`config.mk`:
```
export PLATFORM = sky130hd
export DESIGN_NAME = dpcfg_datapath_config
export DESIGN_NICKNAME = d
export VERILOG_FILES = /design/src/design/dpcfg_pkg.sv /design/src/design/dpcfg_datapath_config.sv
export SDC_FILE = /design/constraint.sdc
export NUM_CORES = 1
export LEC_CHECK = 0
export ABC_CLOCK_PERIOD_IN_PS = 2400
export BUFFER_PORTS_ARGS = -buffer_cell sky130_fd_sc_hd__buf_2
export CORE_AREA = 2 2 265 267
export CTS_BUF_LIST = sky130_fd_sc_hd__clkbuf_8
export DETAILED_ROUTE_END_ITERATION = 10
export DIE_AREA = 0 0 267 269
export SLEW_MARGIN = 5
export SYNTH_ARGS = -nofsm -noshare
export SYNTH_HDL_FRONTEND = slang
export SYNTH_SLANG_ARGS = --single-unit
```
`constraint.sdc`:
```
create_clock -name core_clk_in -period 2.4 [get_ports core_clk_in]
set_input_delay 0.24 -clock core_clk_in [delete_from_list [all_inputs] [get_ports core_clk_in]]
set_output_delay 0.24 -clock core_clk_in [all_outputs]
set_load 0.1 [all_outputs]
```
`src/design/dpcfg_pkg.sv`:
```
// package for the datapath configuration register block
// assumes a single 250 MHz core clock and an APB register port with 32-bit data
package dpcfg_pkg;

  // ****************************************************************
  // bus layout
  // ****************************************************************
  localparam int DPCFG_ADDR_W = 8;
  localparam int DPCFG_DATA_W = 32;
  localparam logic [7:0] DPCFG_CFG_OFS = 8'h00;
  localparam logic [7:0] DPCFG_STAT_OFS = 8'h04;

  // ****************************************************************
  // configuration register fields
  // ****************************************************************
  localparam int DPCFG_REG_W = 16;
  localparam logic [15:0] DPCFG_CFG_RST = 16'h0000;
  localparam int DPCFG_INTEG_BIT = 0;
  localparam int DPCFG_SWAP_BIT = 3;
  localparam int DPCFG_VGND_BIT = 4;
  localparam int DPCFG_IGND_BIT = 5;
  localparam int DPCFG_FAST_BIT = 6;
  localparam int DPCFG_SRST_BIT = 7;
  localparam int DPCFG_PAIR_A_LSB = 8;
  localparam int DPCFG_PAIR_B_LSB = 10;
  localparam int DPCFG_PAIR_C_LSB = 12;
  // reserved bits 2:1 and 15:14 are not stored and read as zero
  localparam logic [15:0] DPCFG_CFG_WMASK = 16'h3FF9;

  // ****************************************************************
  // status register fields
  // ****************************************************************
  localparam int DPCFG_ST_BUSY_BIT = 0;
  localparam int DPCFG_ST_PAIR_A_LSB = 8;
  localparam int DPCFG_ST_PAIR_B_LSB = 10;
  localparam int DPCFG_ST_PAIR_C_LSB = 12;

  // ****************************************************************
  // timing
  // ****************************************************************
  localparam int DPCFG_CLK_PERIOD_PS = 4000;
  localparam int DPCFG_SRST_TIME_NS = 1000;
  localparam int DPCFG_SRST_CYCLES = (DPCFG_SRST_TIME_NS * 1000 + DPCFG_CLK_PERIOD_PS - 1) / DPCFG_CLK_PERIOD_PS;

  // ****************************************************************
  // types
  // ****************************************************************
  localparam int DPCFG_SAMPLE_W = 24;
  localparam logic [DPCFG_SAMPLE_W-1:0] DPCFG_ZERO_SAMPLE = 24'h000000;

  typedef enum logic [1:0] {
    DPCFG_PAIR_DIRECT,
    DPCFG_PAIR_NEXT,
    DPCFG_PAIR_PREV,
    DPCFG_PAIR_RSVD
  } dpcfg_pair_t;

  typedef struct packed {
    logic [DPCFG_SAMPLE_W-1:0] a;
    logic [DPCFG_SAMPLE_W-1:0] b;
    logic [DPCFG_SAMPLE_W-1:0] c;
  } dpcfg_tri_t;

  typedef struct packed {
    dpcfg_pair_t pair_c;
    dpcfg_pair_t pair_b;
    dpcfg_pair_t pair_a;
    logic soft_reset_trigger;
    logic fast_port_enable;
    logic current_adc_ground;
    logic voltage_adc_ground;
    logic channel_exchange;
    logic integrator_enable;
  } dpcfg_ctrl_t;

endpackage : dpcfg_pkg

```
`src/design/dpcfg_datapath_config.sv`:
```
// datapath configuration register with its channel steering, grounding and pin selection
// assumes APB3 master on core_clk_in; all sample and pulse inputs come from logic on the same clock
// assumes the converters, integrator and power path sit outside and consume the registered outputs
// Functional notes
// - integrator_enable at bit 0 sends the three phase currents and the neutral through the integrator, else bypasses it.
// - the channel exchange bit at bit 3 puts current results in the voltage channel outputs and voltage results in the current ones.
// - voltage_adc_ground at bit 4 makes the voltage converter outputs read as grounded inputs.
// - current_adc_ground at bit 5 makes the current converter outputs read as grounded inputs.
// - fast_port_enable at bit 6 enables the fast capture port and puts fast_port_clock on the shared pin.
// - with fast_port_enable low the port is disabled and the shared pin carries third_pulse_output.
// - writing 1 to soft_reset_trigger at bit 7 starts a software reset.
// - phase_a_voltage_select at bits 9:8 pairs phase A current with voltage A, B or C for codes 00, 01, 10.
// - phase_b_voltage_select at bits 11:10 pairs phase B current with voltage B, C or A for codes 00, 01, 10.
// - phase_c_voltage_select at bits 13:12 pairs phase C current with voltage C, A or B for codes 00, 01, 10.
// - a pairing field holding 11 behaves as if it held 00.
// - reserved bits 2:1 and 15:14 have no effect whatever is written.
// - at reset every field is zero.
`timescale 1ns/1ps

module dpcfg_datapath_config
  import dpcfg_pkg::*;
#(
  parameter int SRST_CYCLES = DPCFG_SRST_CYCLES
) (
  input wire logic core_clk_in,
  input wire logic rst_n_in,
  input wire logic [DPCFG_ADDR_W-1:0] paddr_in,
  input wire logic psel_in,
  input wire logic penable_in,
  input wire logic pwrite_in,
  input wire logic [DPCFG_DATA_W-1:0] pwdata_in,
  output logic [DPCFG_DATA_W-1:0] prdata_out,
  output logic pready_out,
  output logic pslverr_out,
  input wire dpcfg_tri_t volt_adc_in,
  input wire dpcfg_tri_t curr_adc_in,
  input wire logic [DPCFG_SAMPLE_W-1:0] neut_adc_in,
  input wire dpcfg_tri_t curr_integ_in,
  input wire logic [DPCFG_SAMPLE_W-1:0] neut_integ_in,
  input wire logic fast_port_clock_in,
  input wire logic third_pulse_output_in,
  output dpcfg_tri_t volt_chan_out,
  output dpcfg_tri_t curr_chan_out,
  output logic [DPCFG_SAMPLE_W-1:0] neut_chan_out,
  output dpcfg_tri_t pair_volt_out,
  output dpcfg_tri_t pair_curr_out,
  output logic shared_pin_out,
  output logic fast_port_enable_out,
  output logic integrator_enable_out,
  output logic soft_reset_out,
  output dpcfg_ctrl_t ctrl_out
);

  // ****************************************************************
  // counter width for the software reset hold
  // ****************************************************************
  localparam int SRST_CNT_W = $clog2(SRST_CYCLES + 1);
  localparam logic [SRST_CNT_W-1:0] SRST_LOAD = SRST_CNT_W'(SRST_CYCLES);
  localparam logic [SRST_CNT_W-1:0] SRST_ONE = SRST_CNT_W'(1);

  // ****************************************************************
  // state
  // ****************************************************************
  dpcfg_ctrl_t ctrl_reg;
  dpcfg_ctrl_t ctrl_next;
  logic [SRST_CNT_W-1:0] srst_cnt_reg;
  logic [DPCFG_DATA_W-1:0] rdata_reg;
  logic [DPCFG_DATA_W-1:0] rdata_next;
  dpcfg_tri_t volt_chan_reg;
  dpcfg_tri_t curr_chan_reg;
  logic [DPCFG_SAMPLE_W-1:0] neut_chan_reg;
  dpcfg_tri_t pair_volt_reg;
  dpcfg_tri_t pair_curr_reg;
  logic shared_pin_reg;

  logic setup_phase;
  logic access_phase;
  logic cfg_hit;
  logic stat_hit;
  logic addr_ok;
  logic cfg_write;
  logic srst_start;
  logic srst_busy;
  logic srst_last;
  logic read_setup;
  logic [15:0] cfg_word;
  logic [15:0] stat_word;
  dpcfg_pair_t eff_a;
  dpcfg_pair_t eff_b;
  dpcfg_pair_t eff_c;
  dpcfg_tri_t volt_gnd;
  dpcfg_tri_t curr_gnd;
  dpcfg_tri_t curr_sel;
  logic [DPCFG_SAMPLE_W-1:0] neut_sel;

  // ****************************************************************
  // helpers
  // ****************************************************************
  // reserved code collapses onto the direct pairing
  function automatic dpcfg_pair_t pair_fold(input dpcfg_pair_t code);
    dpcfg_pair_t res;
    res = code;
    if (code == DPCFG_PAIR_RSVD) begin
      res = DPCFG_PAIR_DIRECT;
    end
    return res;
  endfunction : pair_fold

  // picks own, next or previous phase voltage; phases ordered a, b, c cyclically
  function automatic logic [DPCFG_SAMPLE_W-1:0] pair_pick(
    input dpcfg_pair_t code,
    input logic [DPCFG_SAMPLE_W-1:0] own,
    input logic [DPCFG_SAMPLE_W-1:0] nxt,
    input logic [DPCFG_SAMPLE_W-1:0] prv
  );
    logic [DPCFG_SAMPLE_W-1:0] res;
    res = own;
    unique case (code)
      DPCFG_PAIR_DIRECT: res = own;
      DPCFG_PAIR_NEXT: res = nxt;
      DPCFG_PAIR_PREV: res = prv;
      DPCFG_PAIR_RSVD: res = own;
    endcase
    return res;
  endfunction : pair_pick

  // ****************************************************************
  // apb decode
  // ****************************************************************
  assign setup_phase = psel_in && !penable_in;
  assign access_phase = psel_in && penable_in;
  assign cfg_hit = (paddr_in == DPCFG_CFG_OFS);
  assign stat_hit = (paddr_in == DPCFG_STAT_OFS);
  assign addr_ok = cfg_hit || stat_hit;
  // zero wait states: every access phase completes on its first edge
  assign pready_out = 1'b1;
  assign pslverr_out = access_phase && !addr_ok;
  // status writes are dropped without an error, the word is read-only
  assign cfg_write = access_phase && pwrite_in && cfg_hit;
  assign read_setup = setup_phase && !pwrite_in;
  assign prdata_out = rdata_reg;

  // ****************************************************************
  // register views
  // ****************************************************************
  assign srst_busy = (srst_cnt_reg != '0);
  // last busy cycle: the trigger bit drops together with the busy flag
  assign srst_last = (srst_cnt_reg == SRST_ONE);
  // status shows the folded codes, which is what the power path really uses
  assign eff_a = pair_fold(ctrl_reg.pair_a);
  assign eff_b = pair_fold(ctrl_reg.pair_b);
  assign eff_c = pair_fold(ctrl_reg.pair_c);

  always_comb begin
    cfg_word = '0;
    cfg_word[DPCFG_INTEG_BIT] = ctrl_reg.integrator_enable;
    cfg_word[DPCFG_SWAP_BIT] = ctrl_reg.channel_exchange;
    cfg_word[DPCFG_VGND_BIT] = ctrl_reg.voltage_adc_ground;
    cfg_word[DPCFG_IGND_BIT] = ctrl_reg.current_adc_ground;
    cfg_word[DPCFG_FAST_BIT] = ctrl_reg.fast_port_enable;
    cfg_word[DPCFG_SRST_BIT] = ctrl_reg.soft_reset_trigger;
    cfg_word[DPCFG_PAIR_A_LSB +: 2] = ctrl_reg.pair_a;
    cfg_word[DPCFG_PAIR_B_LSB +: 2] = ctrl_reg.pair_b;
    cfg_word[DPCFG_PAIR_C_LSB +: 2] = ctrl_reg.pair_c;
  end

  always_comb begin
    stat_word = '0;
    stat_word[DPCFG_ST_BUSY_BIT] = srst_busy;
    stat_word[DPCFG_ST_PAIR_A_LSB +: 2] = eff_a;
    stat_word[DPCFG_ST_PAIR_B_LSB +: 2] = eff_b;
    stat_word[DPCFG_ST_PAIR_C_LSB +: 2] = eff_c;
  end

  // ****************************************************************
  // configuration register
  // ****************************************************************
  // reserved bits are dropped by the write mask, so they never reach any logic
  always_comb begin
    logic [15:0] wd;
    wd = pwdata_in[DPCFG_REG_W-1:0] & DPCFG_CFG_WMASK;
    ctrl_next = ctrl_reg;
    if (cfg_write) begin
      ctrl_next.integrator_enable = wd[DPCFG_INTEG_BIT];
      ctrl_next.channel_exchange = wd[DPCFG_SWAP_BIT];
      ctrl_next.voltage_adc_ground = wd[DPCFG_VGND_BIT];
      ctrl_next.current_adc_ground = wd[DPCFG_IGND_BIT];
      ctrl_next.fast_port_enable = wd[DPCFG_FAST_BIT];
      // pairing codes are stored raw so software reads back what it wrote
      ctrl_next.pair_a = dpcfg_pair_t'(wd[DPCFG_PAIR_A_LSB +: 2]);
      ctrl_next.pair_b = dpcfg_pair_t'(wd[DPCFG_PAIR_B_LSB +: 2]);
      ctrl_next.pair_c = dpcfg_pair_t'(wd[DPCFG_PAIR_C_LSB +: 2]);
      // writing 0 while a reset runs does not cut it short
      if (wd[DPCFG_SRST_BIT]) begin
        ctrl_next.soft_reset_trigger = 1'b1;
      end
    end
    // a trigger written while a reset runs is dropped, its last cycle included,
    // so the bit can never outlive the reset that it reports
    if (srst_last) begin
      ctrl_next.soft_reset_trigger = 1'b0;
    end
  end

  always_ff @(posedge core_clk_in or negedge rst_n_in) begin
    if (!rst_n_in) begin
      ctrl_reg <= dpcfg_ctrl_t'(DPCFG_CFG_RST[$bits(dpcfg_ctrl_t)-1:0]);
    end else begin
      ctrl_reg <= ctrl_next;
    end
  end

  // ****************************************************************
  // software reset sequencer
  // ****************************************************************
  assign srst_start = cfg_write && pwdata_in[DPCFG_SRST_BIT] && !srst_busy;

  always_ff @(posedge core_clk_in or negedge rst_n_in) begin
    if (!rst_n_in) begin
      srst_cnt_reg <= '0;
    end else if (srst_start) begin
      srst_cnt_reg <= SRST_LOAD;
    end else if (srst_busy) begin
      srst_cnt_reg <= srst_cnt_reg - SRST_ONE;
    end
  end

  // the other fields keep their values across a software reset
  assign soft_reset_out = srst_busy;

  // ****************************************************************
  // read data, captured in the setup cycle
  // ****************************************************************
  // capturing early lets the access phase finish with no wait state
  always_comb begin
    rdata_next = rdata_reg;
    if (read_setup) begin
      if (cfg_hit) begin
        rdata_next = {16'h0000, cfg_word};
      end else if (stat_hit) begin
        rdata_next = {16'h0000, stat_word};
      end else begin
        rdata_next = '0;
      end
    end
  end

  always_ff @(posedge core_clk_in or negedge rst_n_in) begin
    if (!rst_n_in) begin
      rdata_reg <= '0;
    end else begin
      rdata_reg <= rdata_next;
    end
  end

  // ****************************************************************
  // converter grounding and integrator selection
  // ****************************************************************
  always_comb begin
    volt_gnd = volt_adc_in;
    if (ctrl_reg.voltage_adc_ground) begin
      volt_gnd = '{DPCFG_ZERO_SAMPLE, DPCFG_ZERO_SAMPLE, DPCFG_ZERO_SAMPLE};
    end
  end

  // grounding acts after the integrator selection, so it zeroes either source
  always_comb begin
    curr_gnd = ctrl_reg.integrator_enable ? curr_integ_in : curr_adc_in;
    neut_sel = ctrl_reg.integrator_enable ? neut_integ_in : neut_adc_in;
    if (ctrl_reg.current_adc_ground) begin
      curr_gnd = '{DPCFG_ZERO_SAMPLE, DPCFG_ZERO_SAMPLE, DPCFG_ZERO_SAMPLE};
      neut_sel = DPCFG_ZERO_SAMPLE;
    end
    curr_sel = curr_gnd;
  end

  // ****************************************************************
  // channel results
  // ****************************************************************
  // neutral has no voltage partner, so exchange only moves the three phases
  always_ff @(posedge core_clk_in or negedge rst_n_in) begin
    if (!rst_n_in) begin
      volt_chan_reg <= '0;
      curr_chan_reg <= '0;
      neut_chan_reg <= '0;
    end else begin
      neut_chan_reg <= neut_sel;
      if (ctrl_reg.channel_exchange) begin
        volt_chan_reg <= curr_sel;
        curr_chan_reg <= volt_gnd;
      end else begin
        volt_chan_reg <= volt_gnd;
        curr_chan_reg <= curr_sel;
      end
    end
  end

  // ****************************************************************
  // power path pairing
  // ****************************************************************
  // the power path works on true channels, independent of the exchange bit
  always_ff @(posedge core_clk_in or negedge rst_n_in) begin
    if (!rst_n_in) begin
      pair_volt_reg <= '0;
      pair_curr_reg <= '0;
    end else begin
      pair_curr_reg <= curr_sel;
      pair_volt_reg.a <= pair_pick(eff_a, volt_gnd.a, volt_gnd.b, volt_gnd.c);
      pair_volt_reg.b <= pair_pick(eff_b, volt_gnd.b, volt_gnd.c, volt_gnd.a);
      pair_volt_reg.c <= pair_pick(eff_c, volt_gnd.c, volt_gnd.a, volt_gnd.b);
    end
  end

  // ****************************************************************
  // shared pin
  // ****************************************************************
  always_ff @(posedge core_clk_in or negedge rst_n_in) begin
    if (!rst_n_in) begin
      shared_pin_reg <= 1'b0;
    end else if (ctrl_reg.fast_port_enable) begin
      shared_pin_reg <= fast_port_clock_in;
    end else begin
      shared_pin_reg <= third_pulse_output_in;
    end
  end

  // ****************************************************************
  // outputs
  // ****************************************************************
  assign volt_chan_out = volt_chan_reg;
  assign curr_chan_out = curr_chan_reg;
  assign neut_chan_out = neut_chan_reg;
  assign pair_volt_out = pair_volt_reg;
  assign pair_curr_out = pair_curr_reg;
  // the pin is registered so a change of source never glitches the pad
  assign shared_pin_out = shared_pin_reg;
  assign fast_port_enable_out = ctrl_reg.fast_port_enable;
  assign integrator_enable_out = ctrl_reg.integrator_enable;
  assign ctrl_out = ctrl_reg;

endmodule : dpcfg_datapath_config

```
[Yosys cells after proc, flatten, opt, wreduce, memory -nomap -nowiden]
Cells that the tools add are included.
Cells by class
  add/sub/neg operators: 1
  eq/ne operators: 14
  multiplexer cells: 21
  reductions and logical operators: 25
Operators with widths (count)
  72-bit two-way mux: 5
  24-bit one-hot mux with 3 select lines: 3
  24-bit two-way mux: 2
  14-bit two-way mux: 2
  2-bit == test (second input constant): 9
  8-bit two-way mux: 2
  8-bit by 1-bit == test with 1-bit output (second input constant): 1
  8-bit by 3-bit == test with 1-bit output (second input constant): 1
  1-bit logical AND: 8
  8-bit zero test: 1
  8-bit nonzero test: 1
  8-bit by 1-bit subtractor with 8-bit output (second input constant): 1
  2-bit by 1-bit == test with 1-bit output (second input constant): 3
  2-bit zero test: 3
  2-bit two-way mux: 3
  6-bit two-way mux: 1
  2-bit nonzero test: 3
  2-bit OR reduction: 3
  1-bit zero test: 4
  1-bit two-way mux: 3
  2-bit AND reduction: 1
  1-bit logical OR: 1
Word-level totals
  flip-flop bits (word level): 365
  output and inout port bits: 362
  logic and storage cells: 86

[Longest topological paths before layout]
Gate-level depths: netlist (run 1).
  depth after elaboration: 6
  mapped depth: 6
  gate-level depth less buffers: 6

[Worst setup path after synthesis (run 1)]
OpenSTA, ideal clock, no wires.
  kind: register to register
  start: register ctrl_reg (netlist bit integrator_enable_out)
  end: register neut_chan_reg[10], in the netlist neut_chan_out[10]
  arrival: 2.162 ns
  path slack: 0.106 ns
  stages on the path, launching flop included: 6
  path buffers: 3
  clock period less this slack: 2.294 ns
  cell sequence: dfrtp_1 -> clkbuf_1 -> clkbuf_1 -> buf_2 -> mux2i_1 -> nor2_1
On the way
  word-level cells in the longest chain between the ends: 2
RTL lines
  from (decl): line dpcfg_datapath_config.sv:64  | dpcfg_ctrl_t ctrl_reg;
  from (signal assigned): line dpcfg_datapath_config.sv:207  | ctrl_reg <= dpcfg_ctrl_t'(DPCFG_CFG_RST[$bits(dpcfg_ctrl_t)-1:0]);
  from (signal assigned): line dpcfg_datapath_config.sv:209  | ctrl_reg <= ctrl_next;
  24-bit two-way mux: line dpcfg_datapath_config.sv:269  | neut_sel = ctrl_reg.integrator_enable ? neut_integ_in : neut_adc_in;
  24-bit two-way mux: line dpcfg_datapath_config.sv:270  | if (ctrl_reg.current_adc_ground) begin
  named net neut_sel[10]: line dpcfg_datapath_config.sv:94  | logic [DPCFG_SAMPLE_W-1:0] neut_sel;
  to (signal assigned): line dpcfg_datapath_config.sv:287  | neut_chan_reg <= neut_sel;
  to (decl): line dpcfg_datapath_config.sv:71  | logic [DPCFG_SAMPLE_W-1:0] neut_chan_reg;
The timed path passes the listed nets, and every way through them passes these cells.
A chain may end at the register's enable or synchronous reset.

[Final worst setup path (run 1)]
  start: register srst_cnt_reg[3]
  end: output port soft_reset_out
On the way
  word-level cells in the longest chain between the ends: 1
RTL lines
  from (decl): line dpcfg_datapath_config.sv:66  | logic [SRST_CNT_W-1:0] srst_cnt_reg;
  from (signal assigned): line dpcfg_datapath_config.sv:224  | srst_cnt_reg <= srst_cnt_reg - SRST_ONE;
  8-bit nonzero test: line dpcfg_datapath_config.sv:146  | assign srst_busy = (srst_cnt_reg != '0);
  to (decl): line dpcfg_datapath_config.sv:50  | output logic soft_reset_out,
Every way passes these cells.

==> impl_metrics.py, run 1 <==
metrics = {
    "final_layout": {
        "drive_gt1_share_pct": 46.2,
        "nFillCells": 6954,
        "syn2layout_area_growth_pct": 57.0,
        "final_common_cell": "buf_2",
        "fin_nets": 2408,
        "final_util_pct": 32.8,
        "mostFrequentLayoutCells": "buf_2 (629), dfrtp_1 (340), dlygate4sd3_1 (213)",
    },
    "min_path": {
        "worstHoldEndpoint": "pair_volt_out[4]",
        "hold_depth": 4,
        "hp-start": "volt_adc_in[52]",
        "min_path_type": "in -> reg",
    },
    "timing": {
        "hold_viol": 0,
        "finalCritPeriodShare_pct": 105,
        "maxSlewHeadroom_pct": 50.5,
        "fin_ws_ns": -0.111,
        "rsz0062_at_grt": "true",
        "finalMaxSlewViolations": 0,
        "hold_slack_ns": 0.0795,
        "clock_skew_ns": 0.0345,
        "fmaxAchievable_mhz": 398,
        "setup_viol": 1,
        "finalCriticalPeriod_ns": 2.51,
        "worst_pin_slew_ns": 0.741,
    },
    "critical_path": {
        "timing.rr.end": "volt_chan_out[27]",
        "worstSetupStartpoint": "srst_cnt_reg[3]",
        "crit_family": "simple AND/OR/NAND/NOR gates",
        "crit_arrival_ns": 2.27,
        "critPathSlowestCell": "or4_4",
        "slowest_delay_ns": 0.55,
        "crit_path_max_fanout": 2,
        "start_kind": "flip-flop",
        "setup.worst_path.class": "reg -> out",
        "worstRegToRegCells": 6,
        "crit_buf_inv": 1,
        "critical_path.cell_chain": "or4_4 > or4b_4 > buf_12",
        "rrSetupSlack_ns": 0.05,
        "cp-end-kind": "output pin",
        "r2r-start": "integrator_enable_out",
        "cp_data_required_time_ns": 2.16,
    },
    "global_routing": {
        "grt_use_total_pct": 16.9,
        "grt_pass1_vias": 13998,
        "grt_overflow": 0,
        "antenna_found_initial": 4,
        "grt_max_degree": 60,
        "grt_first_pass_wirelength_microns": 88500,
    },
    "clocking": {
        "cts.htree.levels": 3,
        "clockRootBuffer": "clkbuf_8",
        "clk_path_buf_depth": 3,
        "cts_tree": "built",
        "cts.clk_slew.worst_paths_ns": 0.06,
        "clkSinkCount": 345,
        "insertion_delay_ns": 0.64,
        "numCtsBuffers": 67,
    },
    "synthesis": {
        "synth_cell_type_count": 35,
        "synth_cells": 1175,
        "syn_area_sq_um": 14500,
        "synth_seq_cells": 345,
        "yosysSeqAreaShare_pct": 59.6,
        "yosys_warnings": 0,
        "synth-main-ff-cell": "dfrtp_1",
        "synth.avg_cell_area_sq_um": 12.3,
        "synth_edf_count": 0,
        "synthArstFlopShare_pct": 100,
    },
    "floorplan": {
        "core_sq_um": 69300,
        "start_util_pct": 20.9,
        "die_height_microns": 269,
        "ioPinCount": 673,
        "die_w_microns": 267,
        "design.die.area_sq_um": 71800,
        "num_rows": 97,
    },
    "drt": {
        "firstDrtPassIters": 5,
        "drt-vias-per-instance": 4.29,
        "drc": 0,
        "routed_wl_microns": 63100,
        "drtAntennaViolNets": 0,
        "drt_iter0_markers": 673,
        "post_drt_wl_per_cell_microns": 20.5,
        "vias": 13174,
    },
    "power_and_ir_drop": {
        "powerDensity_nw_per_um2": 709,
        "ir_drop_v": 0.000422,
        "power_mw": 16.1,
        "leakage_nw": 10.5,
    },
    "placed_design": {
        "dpl.hpwl_microns": 45900,
        "io_buffers": 631,
        "dp_slack_ns": 0.209,
        "gp_congestion": 0.917,
    },
    "job": {
        "cap_violations": 0,
    },
    "run_status": {
        "violations": "negative setup slack",
        "outcome": "complete, but fails checks",
    },
}
## timing repair
| action | 4_1_cts | 5_1_grt |
|---|---|---|
| endpoints found under the setup margin | 1 | 4 |
| buffers inserted | 3 | 2 |
| hold buffers | 212 | 1 |
| gates resized for setup | 6 | 1 |
| hold endpoints to repair | 272 | 1 |
| pin swaps | 2 | 1 |
| cloned | 0 | 0 |
## layer usage
layer	share of wire (%)	vias up	wire [microns]	GRT usage [%]
li1	-	5844	-	-
met1	39	6597	24800	19.2
met2	50	573	31300	28.9
met3	7.1	158	4460	5.20
met4	4.1	2	2560	7.79
met5	0.021	-	13	0
## through the flow
| step | std cells | instance area (sq um) | TNS (ns) |
|---|---|---|---|
| floorplan | 1194 | 14500 | 0 |
| global placement | 2739 | 19200 | 0 |
| detailed placement | 2739 | 19200 | 0 |
| CTS | 3066 | 22700 | -0.246 |
| global route | 3071 | 22700 | -0.222 |
| finish | 3073 | 22700 | -0.111 |
## kinds of logic (layout without fill, tap and decap cells)
family                     count (synthesis)  count (layout)  synth area share [%]
adders and majority gates                 11              11                 0.951
other                                      2              25                0.0519
DFF                                      345             345                  59.6
xor gates and xnor gates                   2               2                 0.121
AOI/OAI and AO/OA                        163             163                  7.08
muxes                                    261             261                  19.4
and+or+nand+nor                          280             280                  9.17
buffers and inverters                    111            1046                  3.57
## how the worst max path moves through the flow
stage                                   end  slack (ns)  cells past startpoint
after floorplan           neut_chan_out[10]        0.11                      5
after global placement       soft_reset_out        0.21                      3
after detailed placement     soft_reset_out        0.21                      3
after CTS                    soft_reset_out       -0.25                      3
after global routing         soft_reset_out       -0.22                      3
final                        soft_reset_out       -0.11                      3
## where the power goes
group	internal [mW]	switching [mW]	leakage (nW)	total [mW]
Sequential	6.09	0.0952	4.06	6.19
Combinational	0.910	3.08	5.73	3.99
Clock	3.23	2.70	0.731	5.93
## worst reg2reg max path: stages, from the launching register on
cell	delay, ns
dfrtp_4	0.47
buf_12	0.22
buf_6	0.30
mux2i_1	0.28
dlygate4sd3_1	0.60
nor2_1	0.08
mux2_2	0.27
## synthesized netlist by cell type (23+ instances only)
cell      instances  area share (%)
dfrtp_1         345              60
clkbuf_1         56             1.5
nor2_1          102             2.6
o21ai_0          81             2.8
mux2_2          157              12
buf_4            23             1.2
nor2b_1          72             3.1
a22oi_1          72             3.7
mux2i_1         104             7.2
nand2_1          85             2.2
## layout make-up
type	count	area, sq um	area share (%)
inverters	10	37.5	0.165
clock buffers	79	1090	4.79
repair buffers	924	6110	26.9
multi-input cells	738	5410	23.8
clock inverters	33	238	1.05
flip-flops and latches	345	8650	38.1
diodes	4	10.0	0.0441
well taps	940	1180	5.18
(Power assumes the default switching activity.)
==> run 2: changes to the inputs <==
--- a/config.mk
+++ b/config.mk
@@ -7,10 +7,13 @@
 export LEC_CHECK = 0
 export ABC_CLOCK_PERIOD_IN_PS = 2400
 export BUFFER_PORTS_ARGS = -buffer_cell sky130_fd_sc_hd__buf_2
+export CELL_PAD_IN_SITES_DETAIL_PLACEMENT = 0
+export CELL_PAD_IN_SITES_GLOBAL_PLACEMENT = 1
 export CORE_AREA = 2 2 265 267
 export CTS_BUF_LIST = sky130_fd_sc_hd__clkbuf_8
 export DETAILED_ROUTE_END_ITERATION = 10
 export DIE_AREA = 0 0 267 269
+export PLACE_DENSITY_LB_ADDON = 0.1
 export SLEW_MARGIN = 5
 export SYNTH_ARGS = -nofsm -noshare
 export SYNTH_HDL_FRONTEND = slang
==> run 2 against run 1 <==
  * First-iteration DRC count fell by 16%
  * The run still ends with negative setup slack left
  * Clock power grew 1%
  * Count of clock-buffer cells in the layout grew 2
  * Hold slack lost 0.034 ns
  * Sequential power is essentially flat
  * Register-to-register slack better by 0.09 ns
  * Via count is 4.4% lower
  * Critical path type unchanged
==> impl_metrics.py, run 2 (synthesized netlist as in run 1, its figures left out) <==
metrics = {
    "global_routing": {
        "grt_use_total_pct": 17.3,
        "grt_overflow": 0,
        "grt_max_degree": 60,
        "grt_first_pass_wirelength_microns": 89500,
        "antenna_found_initial": 4,
        "grt_pass1_vias": 13160,
    },
    "final_layout": {
        "fin_nets": 2386,
        "mostFrequentLayoutCells": "buf_2 (626), dfrtp_1 (341), dlygate4sd3_1 (210)",
        "nFillCells": 7291,
        "drive_gt1_share_pct": 45.3,
        "syn2layout_area_growth_pct": 56.4,
        "final_area_sq_um": 22600,
        "final_common_cell": "buf_2",
        "final_util_pct": 32.7,
    },
    "power_and_ir_drop": {
        "ir_drop_v": 0.000283,
        "powerDensity_nw_per_um2": 713,
        "leakage_nw": 10.5,
    },
    "drt": {
        "routed_wl_microns": 64000,
        "drtAntennaViolNets": 0,
        "firstDrtPassIters": 4,
        "post_drt_wl_per_cell_microns": 20.9,
        "drc": 0,
        "drt-vias-per-instance": 4.12,
        "drt_iter0_markers": 568,
        "vias": 12593,
    },
    "critical_path": {
        "critical_path.cell_chain": "or4_4 > or4b_4 > buf_12",
        "crit_path_max_fanout": 2,
        "crit_arrival_ns": 2.27,
        "cp_data_required_time_ns": 2.16,
        "cp-end-kind": "output pin",
        "setup.worst_path.class": "reg -> out",
        "slowest_delay_ns": 0.55,
        "worstRegToRegCells": 5,
        "critPathSlowestCell": "or4_4",
        "start_kind": "flip-flop",
    },
    "min_path": {
        "hold_depth": 3,
        "min_path_type": "in -> reg",
    },
    "placed_design": {
        "dpl.hpwl_microns": 47900,
        "io_buffers": 631,
        "gp_congestion": 0.775,
        "placed_cell_area_sq_um": 19100,
    },
    "timing": {
        "clock_skew_ns": 0.0216,
        "fmaxAchievable_mhz": 399,
        "rsz0062_at_grt": "true",
        "finalCriticalPeriod_ns": 2.51,
        "hold_viol": 0,
        "setup_viol": 1,
        "finalCritPeriodShare_pct": 104,
        "fin_ws_ns": -0.106,
        "worst_pin_slew_ns": 0.619,
        "finalMaxSlewViolations": 0,
        "maxSlewHeadroom_pct": 58.7,
        "finalSetupTns_ns": -0.106,
    },
    "floorplan": {
        "ioPinCount": 673,
        "num_rows": 97,
        "die_w_microns": 267,
        "die_height_microns": 269,
        "start_util_pct": 20.9,
        "core_sq_um": 69300,
        "design.die.area_sq_um": 71800,
    },
    "clocking": {
        "cts.clk_slew.worst_paths_ns": 0.05,
        "cts.htree.levels": 3,
        "cts_tree": "built",
        "numCtsBuffers": 69,
        "clockRootBuffer": "clkbuf_8",
        "clk_path_buf_depth": 3,
        "clkSinkCount": 345,
        "insertion_delay_ns": 0.63,
    },
    "run_status": {
        "outcome": "complete, but fails checks",
        "violations": "negative setup slack",
    },
    "job": {
        "cap_violations": 0,
    },
}
-- run 2: cell types whose count changed in the layout (fill, tap and decap cells not counted), sizes merged --
cell,delta
buf,-21
clkbuf,+2
clkinvlp,-3
clkinv,-1
inv,+12
dlygate4sd3,-3
diode,-2
-- run 2: layer usage --
| layer | share of wire, % | up-vias | wire [microns] | track usage, % |
|---|---|---|---|---|
| li1 | - | 5799 | - | - |
| met1 | 38 | 6285 | 24200 | 19.3 |
| met2 | 53 | 420 | 33600 | 31.3 |
| met3 | 7.1 | 87 | 4530 | 5.08 |
| met4 | 2.5 | 2 | 1570 | 6.03 |
| met5 | 0.019 | - | 12 | 0 |
-- run 2: path summary, 6_finish.rpt --
check | to | from | slack [ns]
max in group asynchronous | curr_chan_out[7] | rst_n_in | 1.37
setup / recovery | soft_reset_out | srst_cnt_reg[3] | -0.11
min in group asynchronous | pair_curr_out[9] | rst_n_in | 0.15
hold reg to reg | prdata_out[12] | prdata_out[12] | 0.49
setup reg to reg | volt_chan_out[68] | integrator_enable_out | 0.14
hold / removal | pair_curr_out[23] | curr_integ_in[23] | 0.05
-- run 2: worst max-delay path: cells and delay by family, from the launching register on --
kind | cells | cell delay, ns
DFF | 1 | 0.38
and+or+nand+nor | 2 | 1.07
buffers and inverters | 1 | 0.18
-- run 2: power by group --
| part | switching (mW) | total, mW | internal (mW) | leakage (nW) |
|---|---|---|---|---|
| logic | 3.07 | 3.97 | 0.894 | 5.64 |
| registers | 0.0822 | 6.17 | 6.09 | 4.07 |
| clock network | 2.71 | 5.99 | 3.28 | 0.799 |
| total | 5.87 | 16.1 | 10.3 | 10.5 |
-- run 2: what timing repair did --
item,4_1_cts,5_1_grt
resized for setup,5,0
pin swaps,1,1
buffers inserted,4,0
hold buffers,210,0
setup endpoints to repair,2,1
endpoints found under the hold margin,225,0
-- run 2: stage by stage --
| step | total power, mW | worst slack [ns] | hold slack (ns) | std cells |
|---|---|---|---|---|
| finish | 16.1 | -0.106 | 0.0454 | 3057 |
| global route | 16.9 | -0.176 | 0.0333 | 3057 |
| CTS | 16.5 | -0.215 | 0.000830 | 3055 |
| detailed placement | 10.0 | 0.189 | 0.236 | 2719 |
| global placement | 10.0 | 0.189 | 0.233 | 2719 |
| floorplan | 8.97 | 0.106 | -0.0556 | 1194 |
-- run 2: cell type report --
class                   instances  area (sq um)  share of cell area (%)
clock inverters                41           230                    1.02
flip-flops and latches        345          8650                    38.2
inverters                      10          37.5                   0.166
clock buffers                  81          1110                    4.92
well taps                     940          1180                    5.20
diodes                          2          5.00                  0.0221
repair buffers                900          6010                    26.6
multi-input cells             738          5410                    23.9
